==> src/verilog/lsf_pkg.sv <==
// Constants shared by the link supervisor: register map, fields, reset values, timing
package lsf_pkg;
  // ==========================================================================
  // Clock and timing figures
  // ==========================================================================
  localparam int CLK_PERIOD_NS = 40; // pclk period in ns
  localparam int IN_DGL_US = 200; // Request and direct input deglitch, typical
  localparam int RST_DGL_US = 10; // Reset pin falling edge deglitch, typical
  localparam int CLK_DGL_NS = 2000; // Clock pin deglitch, both edges, typical
  localparam int WD_SHORT_MS = 32; // Watchdog period with range select 0
  localparam int WD_LONG_MS = 128; // Watchdog period with range select 1
  localparam int CLK_LOW_HZ = 100; // Clock low frequency limit
  // Cycle counts derived from the figures above
  localparam int IN_DGL_CYC = (IN_DGL_US * 1000 + CLK_PERIOD_NS - 1) / CLK_PERIOD_NS;
  localparam int RST_DGL_CYC = (RST_DGL_US * 1000 + CLK_PERIOD_NS - 1) / CLK_PERIOD_NS;
  localparam int CLK_DGL_CYC = (CLK_DGL_NS + CLK_PERIOD_NS - 1) / CLK_PERIOD_NS;
  localparam int WD_SHORT_CYC = (WD_SHORT_MS * 1000000) / CLK_PERIOD_NS;
  localparam int WD_LONG_CYC = (WD_LONG_MS * 1000000) / CLK_PERIOD_NS;
  localparam int CLK_LOW_CYC = (1000000000 / CLK_LOW_HZ) / CLK_PERIOD_NS;
  // ==========================================================================
  // Serial frame layout
  // ==========================================================================
  localparam int FRAME_BITS = 16; // Word length on the link
  localparam int ALIVE_BIT = 15; // Position of alive_toggle_bit in a word
  localparam int CH6_BIT = 5; // Channel 6 on/off setting in a word
  // ==========================================================================
  // Register offsets (byte addresses)
  // ==========================================================================
  localparam logic [7:0] CTRL_OFF = 8'h00;
  localparam logic [7:0] DEVSTAT_OFF = 8'h04;
  localparam logic [7:0] QSTAT_OFF = 8'h08;
  localparam logic [7:0] IRQ_STAT_OFF = 8'h0C;
  localparam logic [7:0] IRQ_MASK_OFF = 8'h10;
  // Control fields
  localparam int CTRL_RANGE_SEL = 0; // timeout_range_select
  localparam int CTRL_RESUME = 1; // Write one: leave fail mode
  // Device status fields
  localparam int DS_LINK_FAULT = 0; // link_fault_flag
  localparam int DS_PIN_LEVEL = 1; // failsafe_pin_level_bit
  localparam int DS_FAIL_MODE = 2;
  localparam int DS_SLEEP = 3;
  localparam int DS_TOG_ERR = 4;
  localparam int DS_WD_ERR = 5;
  localparam int DS_LEN_ERR = 6;
  // Quick status fields
  localparam int QS_CLK_FAIL = 0; // Latched clock failure
  localparam int QS_CLK_COND = 1; // Live clock failure condition
  // Interrupt bits
  localparam int IRQ_W = 3;
  localparam int IRQ_LINK = 0;
  localparam int IRQ_FAIL = 1;
  localparam int IRQ_CLK = 2;
  localparam logic [IRQ_W-1:0] IRQ_MASK_RST = 3'h0;
  localparam logic CTRL_RANGE_RST = 1'b0;
endpackage

==> src/verilog/lsf_link_supervisor.sv <==
// Serial link watchdog, input deglitchers, clock monitor and fail mode control
//
// The placing of the registers and the APB interface to the registers are this design's own decisions.
`timescale 1ns/100ps
// ============================================================================
// Behaviour
// - Any link fault forces fail mode
// - Unchanged alive bit in a word flags fault
// - No valid frame within watchdog period flags fault
// - Edge count not multiple of sixteen flags fault
// - Stuck data caught by alive bit check
// - Link fault flag readable in device status
// - Flag held in fail mode, cleared leaving it
// - Request pin forces fail after 200 us high
// - Direct input held high takes its channel
// - Reset pin deglitched on falling edge only
// - Clock pin deglitched on both edges
// - Clock monitor starts at reset rise, 100 Hz
// - Clock failure: outputs follow channel control directly
// - Clock fail clears after condition gone and read
// - Switch drive follows channel 6 in normal mode
// - Switch drive off in sleep or fail mode
// - Fail mode: channels follow direct inputs
// - Request pin level readable in device status
// ============================================================================

// ============================================================================
// Deglitch filter with separate delays per edge
// ============================================================================
module lsf_deglitch #(
  parameter int RISE_CYC = 1,
  parameter int FALL_CYC = 1,
  parameter int CW = 16,
  parameter logic INIT = 1'b0
) (
  // Clock and reset
  input wire logic clk,
  input wire logic rst_n,
  // Synchronised input and filtered output
  input wire logic din,
  output logic dout
);
  logic [CW-1:0] cnt_reg; // Cycles the input has differed
  logic flip; // Input differed long enough

  generate
    if (RISE_CYC >= 2 ** CW || FALL_CYC >= 2 ** CW)
    begin : g_chk
      $error("lsf_deglitch: delay does not fit counter");
    end
  endgenerate

  // Zero delay passes that edge at once
  always_comb
  begin
    if (din)
      flip = (RISE_CYC == 0) || (cnt_reg == CW'(RISE_CYC - 1));
    else
      flip = (FALL_CYC == 0) || (cnt_reg == CW'(FALL_CYC - 1));
  end

  // Counter restarts whenever the input agrees with the output
  always_ff @(posedge clk or negedge rst_n)
  begin
    if (!rst_n)
      cnt_reg <= '0;
    else if (din == dout || flip)
      cnt_reg <= '0;
    else
      cnt_reg <= cnt_reg + CW'(1);
  end

  // Output takes the input once it has stood long enough
  always_ff @(posedge clk or negedge rst_n)
  begin
    if (!rst_n)
      dout <= INIT;
    else if (din != dout && flip)
      dout <= din;
  end
endmodule

// ============================================================================
// Top: link supervisor with APB registers
// ============================================================================
module lsf_link_supervisor #(
  parameter int NCH = 4,
  parameter int IN_DGL_CYC = lsf_pkg::IN_DGL_CYC,
  parameter int WD_SHORT_CYC = lsf_pkg::WD_SHORT_CYC,
  parameter int WD_LONG_CYC = lsf_pkg::WD_LONG_CYC,
  parameter int CLK_LOW_CYC = lsf_pkg::CLK_LOW_CYC
) (
  // Clock and reset
  input wire logic pclk,
  input wire logic presetn,
  // APB slave
  input wire logic psel,
  input wire logic penable,
  input wire logic pwrite,
  input wire logic [7:0] paddr,
  input wire logic [31:0] pwdata,
  output logic [31:0] prdata,
  output logic pready,
  output logic pslverr,
  // Serial link pins
  input wire logic link_sclk,
  input wire logic link_cs_n,
  input wire logic link_mosi,
  // Direct pins
  input wire logic failsafe_request_input,
  input wire logic [NCH-1:0] direct_channel_input,
  input wire logic reset_sleep_n,
  input wire logic ext_clk_in,
  // Channel drive sources
  input wire logic [NCH-1:0] channel_control_signal,
  input wire logic [NCH-1:0] pwm_drive,
  // Outputs
  output logic [NCH-1:0] channel_out,
  output logic external_switch_drive,
  output logic fail_mode,
  output logic irq
);
  localparam int SW = NCH + 6; // Synchronised pin count
  localparam int WDW = 22; // Watchdog counter width
  localparam int CMW = 18; // Clock monitor counter width

  generate
    if (WD_LONG_CYC >= 2 ** WDW || WD_SHORT_CYC >= 2 ** WDW || CLK_LOW_CYC >= 2 ** CMW || NCH < 1)
    begin : g_chk
      $error("lsf_link_supervisor: parameter out of range");
    end
  endgenerate

  // ==========================================================================
  // Pin synchronisers
  // ==========================================================================
  logic [SW-1:0] sync1_reg; // First stage, read only by second
  logic [SW-1:0] sync2_reg; // Second stage
  always_ff @(posedge pclk or negedge presetn)
  begin
    if (!presetn)
    begin
      sync1_reg <= {{(SW - 2){1'b0}}, 2'h2}; // Chip select pin idles high
      sync2_reg <= {{(SW - 2){1'b0}}, 2'h2}; // No false frame start after reset
    end
    else
    begin
      sync1_reg <= {direct_channel_input, ext_clk_in, reset_sleep_n, failsafe_request_input,
                    link_mosi, link_cs_n, link_sclk};
      sync2_reg <= sync1_reg;
    end
  end
  logic s_sclk, s_cs_n, s_mosi, s_req, s_rst, s_clk;
  logic [NCH-1:0] s_din;
  assign {s_din, s_clk, s_rst, s_req, s_mosi, s_cs_n, s_sclk} = sync2_reg;

  // ==========================================================================
  // Deglitchers
  // ==========================================================================
  logic failsafe_request_filtered; // Filtered request
  logic [NCH-1:0] direct_input_filtered; // Filtered direct inputs
  logic awake; // Filtered reset pin, high when awake
  logic clk_filt; // Filtered clock pin

  lsf_deglitch #(.RISE_CYC(IN_DGL_CYC), .FALL_CYC(0), .CW(16), .INIT(1'b0)) u_req (
    .clk(pclk), .rst_n(presetn), .din(s_req), .dout(failsafe_request_filtered));
  genvar gi;
  generate
    for (gi = 0; gi < NCH; gi++)
    begin : g_din
      lsf_deglitch #(.RISE_CYC(IN_DGL_CYC), .FALL_CYC(0), .CW(16), .INIT(1'b0)) u_din (
        .clk(pclk), .rst_n(presetn), .din(s_din[gi]), .dout(direct_input_filtered[gi]));
    end
  endgenerate
  lsf_deglitch #(.RISE_CYC(0), .FALL_CYC(lsf_pkg::RST_DGL_CYC), .CW(16), .INIT(1'b0)) u_rst (
    .clk(pclk), .rst_n(presetn), .din(s_rst), .dout(awake));
  lsf_deglitch #(.RISE_CYC(lsf_pkg::CLK_DGL_CYC), .FALL_CYC(lsf_pkg::CLK_DGL_CYC), .CW(16),
    .INIT(1'b0)) u_clk (.clk(pclk), .rst_n(presetn), .din(s_clk), .dout(clk_filt));

  // ==========================================================================
  // Serial frame checker
  // ==========================================================================
  logic sclk_d_reg; // Previous serial clock level
  logic cs_d_reg; // Previous chip select active
  logic [3:0] bit_cnt_reg; // Edges modulo sixteen
  logic [14:0] shift_reg; // Bits received so far in the word
  logic word_seen_reg; // Frame held at least one word
  logic tog_bad_reg; // Frame held an alive bit error
  logic ch6_pend_reg; // Channel 6 setting from this frame
  logic alive_prev_reg; // Alive bit of last word
  logic alive_seen_reg; // A word has been seen since reset
  logic ch6_reg; // Accepted channel 6 setting
  logic cs_act, sclk_rise, frame_start, frame_end, word_done;
  logic [15:0] word;
  logic tog_evt, len_evt, wd_evt, valid_frame, link_fault_evt;

  assign cs_act = !s_cs_n;
  assign sclk_rise = s_sclk && !sclk_d_reg && cs_act;
  assign frame_start = cs_act && !cs_d_reg;
  assign frame_end = !cs_act && cs_d_reg;
  assign word_done = sclk_rise && (bit_cnt_reg == 4'hF);
  assign word = {shift_reg, s_mosi};
  // Static data or dead supply gives an unchanged alive bit
  assign tog_evt = word_done && alive_seen_reg && (word[lsf_pkg::ALIVE_BIT] == alive_prev_reg);
  assign len_evt = frame_end && (bit_cnt_reg != 4'h0);
  assign valid_frame = frame_end && (bit_cnt_reg == 4'h0) && word_seen_reg && !tog_bad_reg;

  // Edge history of the link pins
  always_ff @(posedge pclk or negedge presetn)
  begin
    if (!presetn)
    begin
      sclk_d_reg <= 1'b0;
      cs_d_reg <= 1'b0;
    end
    else
    begin
      sclk_d_reg <= s_sclk;
      cs_d_reg <= cs_act;
    end
  end

  // Word assembly and per-frame flags
  always_ff @(posedge pclk or negedge presetn)
  begin
    if (!presetn)
    begin
      bit_cnt_reg <= 4'h0;
      shift_reg <= 15'h0000;
      word_seen_reg <= 1'b0;
      tog_bad_reg <= 1'b0;
      ch6_pend_reg <= 1'b0;
    end
    else if (frame_start)
    begin
      bit_cnt_reg <= 4'h0;
      word_seen_reg <= 1'b0;
      tog_bad_reg <= 1'b0;
    end
    else if (sclk_rise)
    begin
      bit_cnt_reg <= bit_cnt_reg + 4'h1;
      shift_reg <= word[14:0];
      if (word_done)
      begin
        word_seen_reg <= 1'b1;
        ch6_pend_reg <= word[lsf_pkg::CH6_BIT];
        if (tog_evt)
          tog_bad_reg <= 1'b1;
      end
    end
  end

  // Alive bit history across frames
  always_ff @(posedge pclk or negedge presetn)
  begin
    if (!presetn)
    begin
      alive_prev_reg <= 1'b0;
      alive_seen_reg <= 1'b0;
    end
    else if (word_done)
    begin
      alive_prev_reg <= word[lsf_pkg::ALIVE_BIT];
      alive_seen_reg <= 1'b1;
    end
  end

  // Channel 6 setting taken from valid frames only
  always_ff @(posedge pclk or negedge presetn)
  begin
    if (!presetn)
      ch6_reg <= 1'b0;
    else if (valid_frame)
      ch6_reg <= ch6_pend_reg;
  end

  // ==========================================================================
  // Watchdog
  // ==========================================================================
  logic range_sel_reg; // timeout_range_select
  logic [WDW-1:0] wd_cnt_reg;
  logic [WDW-1:0] wd_limit;
  assign wd_limit = range_sel_reg ? WDW'(WD_LONG_CYC - 1) : WDW'(WD_SHORT_CYC - 1);
  // Compare at or above: a shorter range chosen mid-count must still expire
  assign wd_evt = awake && (wd_cnt_reg >= wd_limit);

  // Counts while awake, restarts on a valid frame or on expiry
  always_ff @(posedge pclk or negedge presetn)
  begin
    if (!presetn)
      wd_cnt_reg <= '0;
    else if (!awake || valid_frame || wd_evt)
      wd_cnt_reg <= '0;
    else
      wd_cnt_reg <= wd_cnt_reg + WDW'(1);
  end

  // ==========================================================================
  // Fail mode and link fault flag
  // ==========================================================================
  logic link_fault_flag; // Sticky while in fail mode
  logic tog_err_reg, wd_err_reg, len_err_reg; // Fault causes
  logic resume_req; // Software asks to leave fail mode
  logic leave_fail;
  assign link_fault_evt = tog_evt || len_evt || wd_evt;
  assign leave_fail = fail_mode && resume_req && !failsafe_request_filtered && !link_fault_evt;

  // Entered on a fault or filtered request, left only on request
  always_ff @(posedge pclk or negedge presetn)
  begin
    if (!presetn)
      fail_mode <= 1'b0;
    else if (link_fault_evt || failsafe_request_filtered)
      fail_mode <= 1'b1;
    else if (leave_fail)
      fail_mode <= 1'b0;
  end

  // Flag and causes set on fault, cleared only on fail to normal step
  always_ff @(posedge pclk or negedge presetn)
  begin
    if (!presetn)
    begin
      link_fault_flag <= 1'b0;
      tog_err_reg <= 1'b0;
      wd_err_reg <= 1'b0;
      len_err_reg <= 1'b0;
    end
    else if (link_fault_evt)
    begin
      link_fault_flag <= 1'b1;
      tog_err_reg <= tog_err_reg || tog_evt;
      wd_err_reg <= wd_err_reg || wd_evt;
      len_err_reg <= len_err_reg || len_evt;
    end
    else if (leave_fail)
    begin
      link_fault_flag <= 1'b0;
      tog_err_reg <= 1'b0;
      wd_err_reg <= 1'b0;
      len_err_reg <= 1'b0;
    end
  end

  // ==========================================================================
  // Clock monitor
  // ==========================================================================
  logic clk_filt_d_reg; // Previous filtered clock
  logic [CMW-1:0] cm_cnt_reg; // Cycles since last filtered clock edge
  logic clk_cond_reg; // Clock failure condition now
  logic clk_fail_reg; // Latched clock failure
  logic qstat_read; // Quick status read accepted
  logic clk_edge;
  assign clk_edge = clk_filt != clk_filt_d_reg;

  // Held idle in sleep so monitoring begins at reset pin rise
  always_ff @(posedge pclk or negedge presetn)
  begin
    if (!presetn)
    begin
      clk_filt_d_reg <= 1'b0;
      cm_cnt_reg <= '0;
      clk_cond_reg <= 1'b0;
    end
    else
    begin
      clk_filt_d_reg <= clk_filt;
      if (!awake || clk_edge)
      begin
        cm_cnt_reg <= '0;
        clk_cond_reg <= 1'b0;
      end
      else if (cm_cnt_reg == CMW'(CLK_LOW_CYC - 1))
        clk_cond_reg <= 1'b1;
      else
        cm_cnt_reg <= cm_cnt_reg + CMW'(1);
    end
  end

  // Latch clears only with condition gone and a quick status read
  always_ff @(posedge pclk or negedge presetn)
  begin
    if (!presetn)
      clk_fail_reg <= 1'b0;
    else if (clk_cond_reg)
      clk_fail_reg <= 1'b1;
    else if (qstat_read)
      clk_fail_reg <= 1'b0;
  end

  // ==========================================================================
  // Output steering
  // ==========================================================================
  // Direct inputs in fail mode, then held direct, then clock fail, then PWM
  always_ff @(posedge pclk or negedge presetn)
  begin
    if (!presetn)
      channel_out <= '0;
    else
      for (int i = 0; i < NCH; i++)
      begin
        if (fail_mode || direct_input_filtered[i])
          channel_out[i] <= direct_input_filtered[i];
        else if (clk_cond_reg)
          channel_out[i] <= channel_control_signal[i];
        else
          channel_out[i] <= pwm_drive[i];
      end
  end

  // Switch drive off in sleep or fail mode
  always_ff @(posedge pclk or negedge presetn)
  begin
    if (!presetn)
      external_switch_drive <= 1'b0;
    else
      external_switch_drive <= awake && !fail_mode && ch6_reg;
  end

  // ==========================================================================
  // APB registers and interrupts
  // ==========================================================================
  logic [lsf_pkg::IRQ_W-1:0] irq_stat_reg, irq_mask_reg, irq_set;
  logic wr_acc, rd_acc, setup, mapped;
  assign setup = psel && !penable;
  assign wr_acc = psel && penable && pwrite;
  assign rd_acc = psel && penable && !pwrite;
  assign mapped = paddr == lsf_pkg::CTRL_OFF || paddr == lsf_pkg::DEVSTAT_OFF || paddr == lsf_pkg::QSTAT_OFF ||
                  paddr == lsf_pkg::IRQ_STAT_OFF || paddr == lsf_pkg::IRQ_MASK_OFF;
  assign pready = 1'b1;
  assign pslverr = psel && penable && !mapped;
  assign qstat_read = rd_acc && paddr == lsf_pkg::QSTAT_OFF;
  assign resume_req = wr_acc && paddr == lsf_pkg::CTRL_OFF && pwdata[lsf_pkg::CTRL_RESUME];
  assign irq_set = {clk_cond_reg && !clk_fail_reg, (link_fault_evt || failsafe_request_filtered) && !fail_mode,
                    link_fault_evt};
  assign irq = |(irq_stat_reg & irq_mask_reg);

  // Control and mask registers
  always_ff @(posedge pclk or negedge presetn)
  begin
    if (!presetn)
    begin
      range_sel_reg <= lsf_pkg::CTRL_RANGE_RST;
      irq_mask_reg <= lsf_pkg::IRQ_MASK_RST;
    end
    else if (wr_acc && paddr == lsf_pkg::CTRL_OFF)
      range_sel_reg <= pwdata[lsf_pkg::CTRL_RANGE_SEL];
    else if (wr_acc && paddr == lsf_pkg::IRQ_MASK_OFF)
      irq_mask_reg <= pwdata[lsf_pkg::IRQ_W-1:0];
  end

  // Sticky status, write one clears, a new event wins
  always_ff @(posedge pclk or negedge presetn)
  begin
    if (!presetn)
      irq_stat_reg <= '0;
    else if (wr_acc && paddr == lsf_pkg::IRQ_STAT_OFF)
      irq_stat_reg <= (irq_stat_reg & ~pwdata[lsf_pkg::IRQ_W-1:0]) | irq_set;
    else
      irq_stat_reg <= irq_stat_reg | irq_set;
  end

  // Read data captured in the setup cycle
  always_ff @(posedge pclk or negedge presetn)
  begin
    if (!presetn)
      prdata <= 32'h00000000;
    else if (setup && !pwrite)
      unique case (paddr)
        lsf_pkg::CTRL_OFF: prdata <= {31'h00000000, range_sel_reg};
        lsf_pkg::DEVSTAT_OFF: prdata <= {25'h0000000, len_err_reg, wd_err_reg, tog_err_reg, !awake, fail_mode,
                                         s_req, link_fault_flag};
        lsf_pkg::QSTAT_OFF: prdata <= {30'h00000000, clk_cond_reg, clk_fail_reg};
        lsf_pkg::IRQ_STAT_OFF: prdata <= {29'h00000000, irq_stat_reg};
        lsf_pkg::IRQ_MASK_OFF: prdata <= {29'h00000000, irq_mask_reg};
        default: prdata <= 32'h00000000;
      endcase
  end
endmodule

==> config.mk <==
export PLATFORM = sky130hd
export DESIGN_NAME = lsf_link_supervisor
export DESIGN_NICKNAME = d
export VERILOG_FILES = /design/src/verilog/lsf_pkg.sv /design/src/verilog/lsf_link_supervisor.sv
export SDC_FILE = /design/constraint.sdc
export NUM_CORES = 1
export LEC_CHECK = 0
export ABC_AREA = 1
export BUFFER_PORTS_ARGS = -buffer_cell sky130_fd_sc_hd__buf_2
export CORE_ASPECT_RATIO = 0.9
export CORE_MARGIN = 3
export CORE_UTILIZATION = 55
export DETAILED_ROUTE_END_ITERATION = 10
export GPL_ROUTABILITY_DRIVEN = 0
export PLACE_DENSITY = 0.74
export SLEW_MARGIN = 20
export SYNTH_ARGS = -nofsm -noshare
export SYNTH_HDL_FRONTEND = slang
export SYNTH_SLANG_ARGS = --single-unit
==> constraint.sdc <==
create_clock -name pclk -period 2.25 [get_ports pclk]
set_input_delay 0.1125 -clock pclk [delete_from_list [all_inputs] [get_ports pclk]]
set_output_delay 0.1125 -clock pclk [all_outputs]
set_load 0.02 [all_outputs]
==> impl_metrics.sql <==
INSERT INTO impl_metrics (metric_group, metric, value, unit) VALUES
('status', 'status', 'completed', ''),
('setup_path', 'startpoint_type', 'flop', ''),
('cts', 'cts.reportedPaths.clkPinSlew', '60', 'ps'),
('finish', 'post-route-util', '0.637', ''),
('floorplan', 'placement_rows', '50', ''),
('sta', 'slew_viols_final', '0', ''),
('global_routing', 'global_route_wire_length_before_repair', '40200', 'um'),
('finish', 'area_growth_syn_to_layout', '12.7', '%'),
('power_and_ir_drop', 'irDropWorstVdd', '0.000719', 'V'),
('placement', 'placedCellCount', '1725', ''),
('power_and_ir_drop', 'design_power_total', '0.00939', 'W'),
('route', 'drt_iter0_markers', '594', ''),
('sta', 'fin_skew', '10.7', 'ps'),
('route', 'antenna_violating_nets_post_route', '0', ''),
('placement', 'portBuffers', '48', ''),
('setup_path', 'worst-endpoint-required', '2690', 'ps'),
('floorplan', 'initial_core_util', '0.565', ''),
('route', 'number_of_design_rule_violations_left_after_detail_routing', '0', ''),
('finish', 'num-fill-cells', '1732', ''),
('floorplan', 'fp.dieH', '145', 'um'),
('power_and_ir_drop', 'power.density_cell_area', '701', 'mW/mm^2'),
('sta', 'rsz0062_at_grt', 'false', ''),
('sta', 'max_freq', '522', 'MHz'),
('setup_path', 'critical_path_type', 'flop to flop', ''),
('sta', 'worst_pin_slew', '649', 'ps'),
('synth', 'synth-warning-count', '0', ''),
('sta', 'timing.final.crit_share', '0.852', ''),
('route', 'via_per_instance_ratio', '5.13', ''),
('power_and_ir_drop', 'switching_share', '0.257', ''),
('route', 'routed_length_per_placed_instance', '13.0', 'um'),
('finish', 'max_ffs_per_register', '64', ''),
('synth', 'synth_seq_cells', '233', ''),
('finish', 'layout-drive-gt1-share', '0.118', ''),
('cts', 'cts.sinks', '233', ''),
('setup_path', 'worst-path-max-fanout', '21', ''),
('finish', 'finalNonFillerCells', '1792', ''),
('synth', 'synth.avg_cell_area', '8.48', 'um^2'),
('power_and_ir_drop', 'intPower', '0.00697', 'W'),
('placement', 'post-dp-hpwl', '16700', 'um'),
('power_and_ir_drop', 'combinationalPowerShare', '0.093', ''),
('floorplan', 'die_area', '0.0234', 'mm^2'),
('flow_run', 'max_cap_viol_count', '0', ''),
('sta', 'finalWorstPathRequiredPeriod', '1920', 'ps'),
('cts', 'clock_latency', '520', 'ps'),
('power_and_ir_drop', 'netSwitchingPower', '0.00241', 'W'),
('sta', 'worst_slew_margin_rel', '0.567', ''),
('synth', 'synth.distinct_cells', '45', ''),
('route', 'route.vias.total', '9196', ''),
('placement', 'dpl-instance-area', '0.0124', 'mm^2'),
('finish', 'diodes', '0', ''),
('finish', 'nets', '1575', ''),
('global_routing', 'grt_pass1_vias', '8616', ''),
('min_path', 'hold_path_class', 'input port to flop', ''),
('finish', 'multiInputGateArea', '0.00514', 'mm^2'),
('floorplan', 'fp.coreArea', '0.0210', 'mm^2'),
('power_and_ir_drop', 'seq_power_share', '0.491', ''),
('floorplan', 'pin_count', '104', ''),
('floorplan', 'die_w', '161', 'um'),
('synth', 'mappedNetlistArea', '0.0119', 'mm^2'),
('global_routing', 'grtUsageTotal', '0.200', ''),
('power_and_ir_drop', 'power.static_leakage', '6.07', 'nW'),
('route', 'detail_route.wirelength', '23400', 'um'),
('sta', 'setup-violations-final', '0', ''),
('global_routing', 'largest_net_degree_at_the_start_of_global_routing', '62', ''),
('cts', 'cts_buffers', '25', ''),
('setup_path', 'critPathCaptureType', 'flop', ''),
('route', 'detail_route.first_pass.iterations', '5', ''),
('finish', 'sequential_cell_area', '0.00583', 'mm^2'),
('finish', 'final_cell_area', '0.0134', 'mm^2'),
('cts', 'cts_tree', 'yes', ''),
('cts', 'clockRootBuffer', 'sky130_fd_sc_hd__clkbuf_16', ''),
('cts', 'cts-htree-levels', '1', ''),
('global_routing', 'antenna_found_initial', '0', ''),
('sta', 'finalHoldViolations', '0', ''),
('synth', 'syn-instance-count', '1400', ''),
('setup_path', 'cp_data_arrival_time', '2350', 'ps'),
('cts', 'cts_buffer_depth', '3', ''),
('global_routing', 'grt-ovfl-total', '0', ''),
('sta', 'totalNegativeSetupSlack', '0', 'ps'),
('synth', 'yosysSeqAreaShare', '0.491', ''),
('power_and_ir_drop', 'clockPowerShare', '0.416', '');
==> repair_timing <==
item,in CTS,in global routing
gates resized for setup,1,0
endpoints found under the hold margin,209,0
setup buffers,0,0
hold buffers,23,0
setup endpoints to repair,1,0
==> per-stage QoR <==
stage | worst slack [ps] | hold slack [ps]
finish | 333 | 81.8
detailed placement | -18.2 | 85.1
global placement | 57.5 | 83.8
floorplan | 497 | -183
CTS | 310 | 64.9
global route | 109 | 91.9
==> power groups by stage <==
stage / Combinational (W) / Sequential, W / Clock [W]
after floorplan: 0.000634 / 0.00464 / 0
after global placement: 0.000822 / 0.00467 / 0
after detailed placement: 0.000855 / 0.00468 / 0
after CTS: 0.000888 / 0.00461 / 0.00400
after global routing: 0.00101 / 0.00464 / 0.00419
final: 0.000875 / 0.00461 / 0.00390
==> synthesized netlist by cell type, drive strengths merged <==
| cell | n | area share |
|---|---|---|
| a21oi | 27 | 0.012 |
| dfstp | 2 | 0.0044 |
| xnor2 | 18 | 0.013 |
| inv | 185 | 0.058 |
| conb | 2 | 0.00063 |
| a22oi | 1 | 0.00063 |
| a31oi | 4 | 0.0021 |
| o31ai | 4 | 0.0025 |
| dfrtp | 231 | 0.49 |
| or3 | 4 | 0.0021 |
| clkbuf | 2 | 0.00063 |
| nand2 | 255 | 0.084 |
| nand4 | 56 | 0.031 |
| o21ai | 62 | 0.026 |
| o22ai | 2 | 0.0011 |
| nor2 | 249 | 0.088 |
| o21bai | 1 | 0.00063 |
| nand3 | 75 | 0.037 |
| clkinv | 1 | 0.00042 |
| a21boi | 4 | 0.0025 |
| nand3b | 2 | 0.0013 |
| buf | 39 | 0.024 |
| nor4 | 25 | 0.014 |
| nor3 | 63 | 0.035 |
| ha | 23 | 0.024 |
| o211ai | 1 | 0.00063 |
| o21a | 1 | 0.00063 |
| nor3b | 2 | 0.0022 |
| or2 | 2 | 0.0011 |
| xor2 | 57 | 0.042 |
==> area by class of cell <==
type / count / share of cell area
inverters: 186 / 0.0523
well taps: 286 / 0.0267
multi-input cells: 964 / 0.384
clock buffers: 33 / 0.0512
flip-flops and latches: 233 / 0.436
repair buffers: 79 / 0.0432
clock inverters: 11 / 0.00710
==> metal layers <==
| layer | vias to the layer above | global-route usage | routed length, um |
|---|---|---|---|
| met5 | - | 0 | 0 |
| met4 | 0 | 0.0422 | 445 |
| met3 | 39 | 0.0310 | 940 |
| met2 | 178 | 0.326 | 11000 |
| met1 | 4324 | 0.286 | 10900 |
| li1 | 4655 | - | - |
==> layout by cell type, fill, tap and decap left out, types with 26 or more instances in the layout <==
cell                      instances
sky130_fd_sc_hd__dfrtp_1        231
sky130_fd_sc_hd__nand4_1         53
sky130_fd_sc_hd__a21oi_1         26
sky130_fd_sc_hd__buf_2           47
sky130_fd_sc_hd__xor2_1          57
sky130_fd_sc_hd__o21ai_0         60
sky130_fd_sc_hd__nand2_1        242
sky130_fd_sc_hd__nor2_1         224
sky130_fd_sc_hd__inv_1          179
sky130_fd_sc_hd__nor3_1          49
sky130_fd_sc_hd__nand3_1         62
sky130_fd_sc_hd__conb_1          26
==> cells by family after synthesis <==
family	Yosys count	share of synthesized area
AOI/OAI and AO/OA	107	0.0486
xor gates and xnor gates	75	0.0553
adders and majority gates	23	0.0242
buffers and inverters	227	0.0839
DFF	233	0.491
other	2	0.000633
and+or+nand+nor	733	0.296
==> critical path, cell delays in order, from the launching register on <==
cell and delay [ps]:
sky130_fd_sc_hd__dfrtp_1 380, sky130_fd_sc_hd__inv_1 200, sky130_fd_sc_hd__ha_1 290, sky130_fd_sc_hd__nand2_1 70
sky130_fd_sc_hd__nand2_1 40, sky130_fd_sc_hd__nor2_1 80, sky130_fd_sc_hd__nor2_1 50, sky130_fd_sc_hd__nor2_1 110
sky130_fd_sc_hd__nand3_2 130, sky130_fd_sc_hd__nand2_4 140, sky130_fd_sc_hd__nand2_4 170, sky130_fd_sc_hd__nor3_1 180
==> final timing paths <==
| check | startpoint | endpoint | slack (ps) | cells past startpoint |
|---|---|---|---|---|
| max | range_sel_reg | wd_cnt_reg[5] | 330 | 11 |
| min | paddr[2] | prdata[6] | 80 | 3 |
| max reg2reg | range_sel_reg | wd_cnt_reg[5] | 330 | 11 |
| min reg2reg | sync1_reg[8] | sync2_reg[8] | 350 | 0 |
| max in group asynchronous | presetn | sync1_reg[2] | 1370 | 3 |
| min in group asynchronous | presetn | g_din[3].u_din.dout | 110 | 2 |
Note: power is estimated with default switching activity, not from simulation.
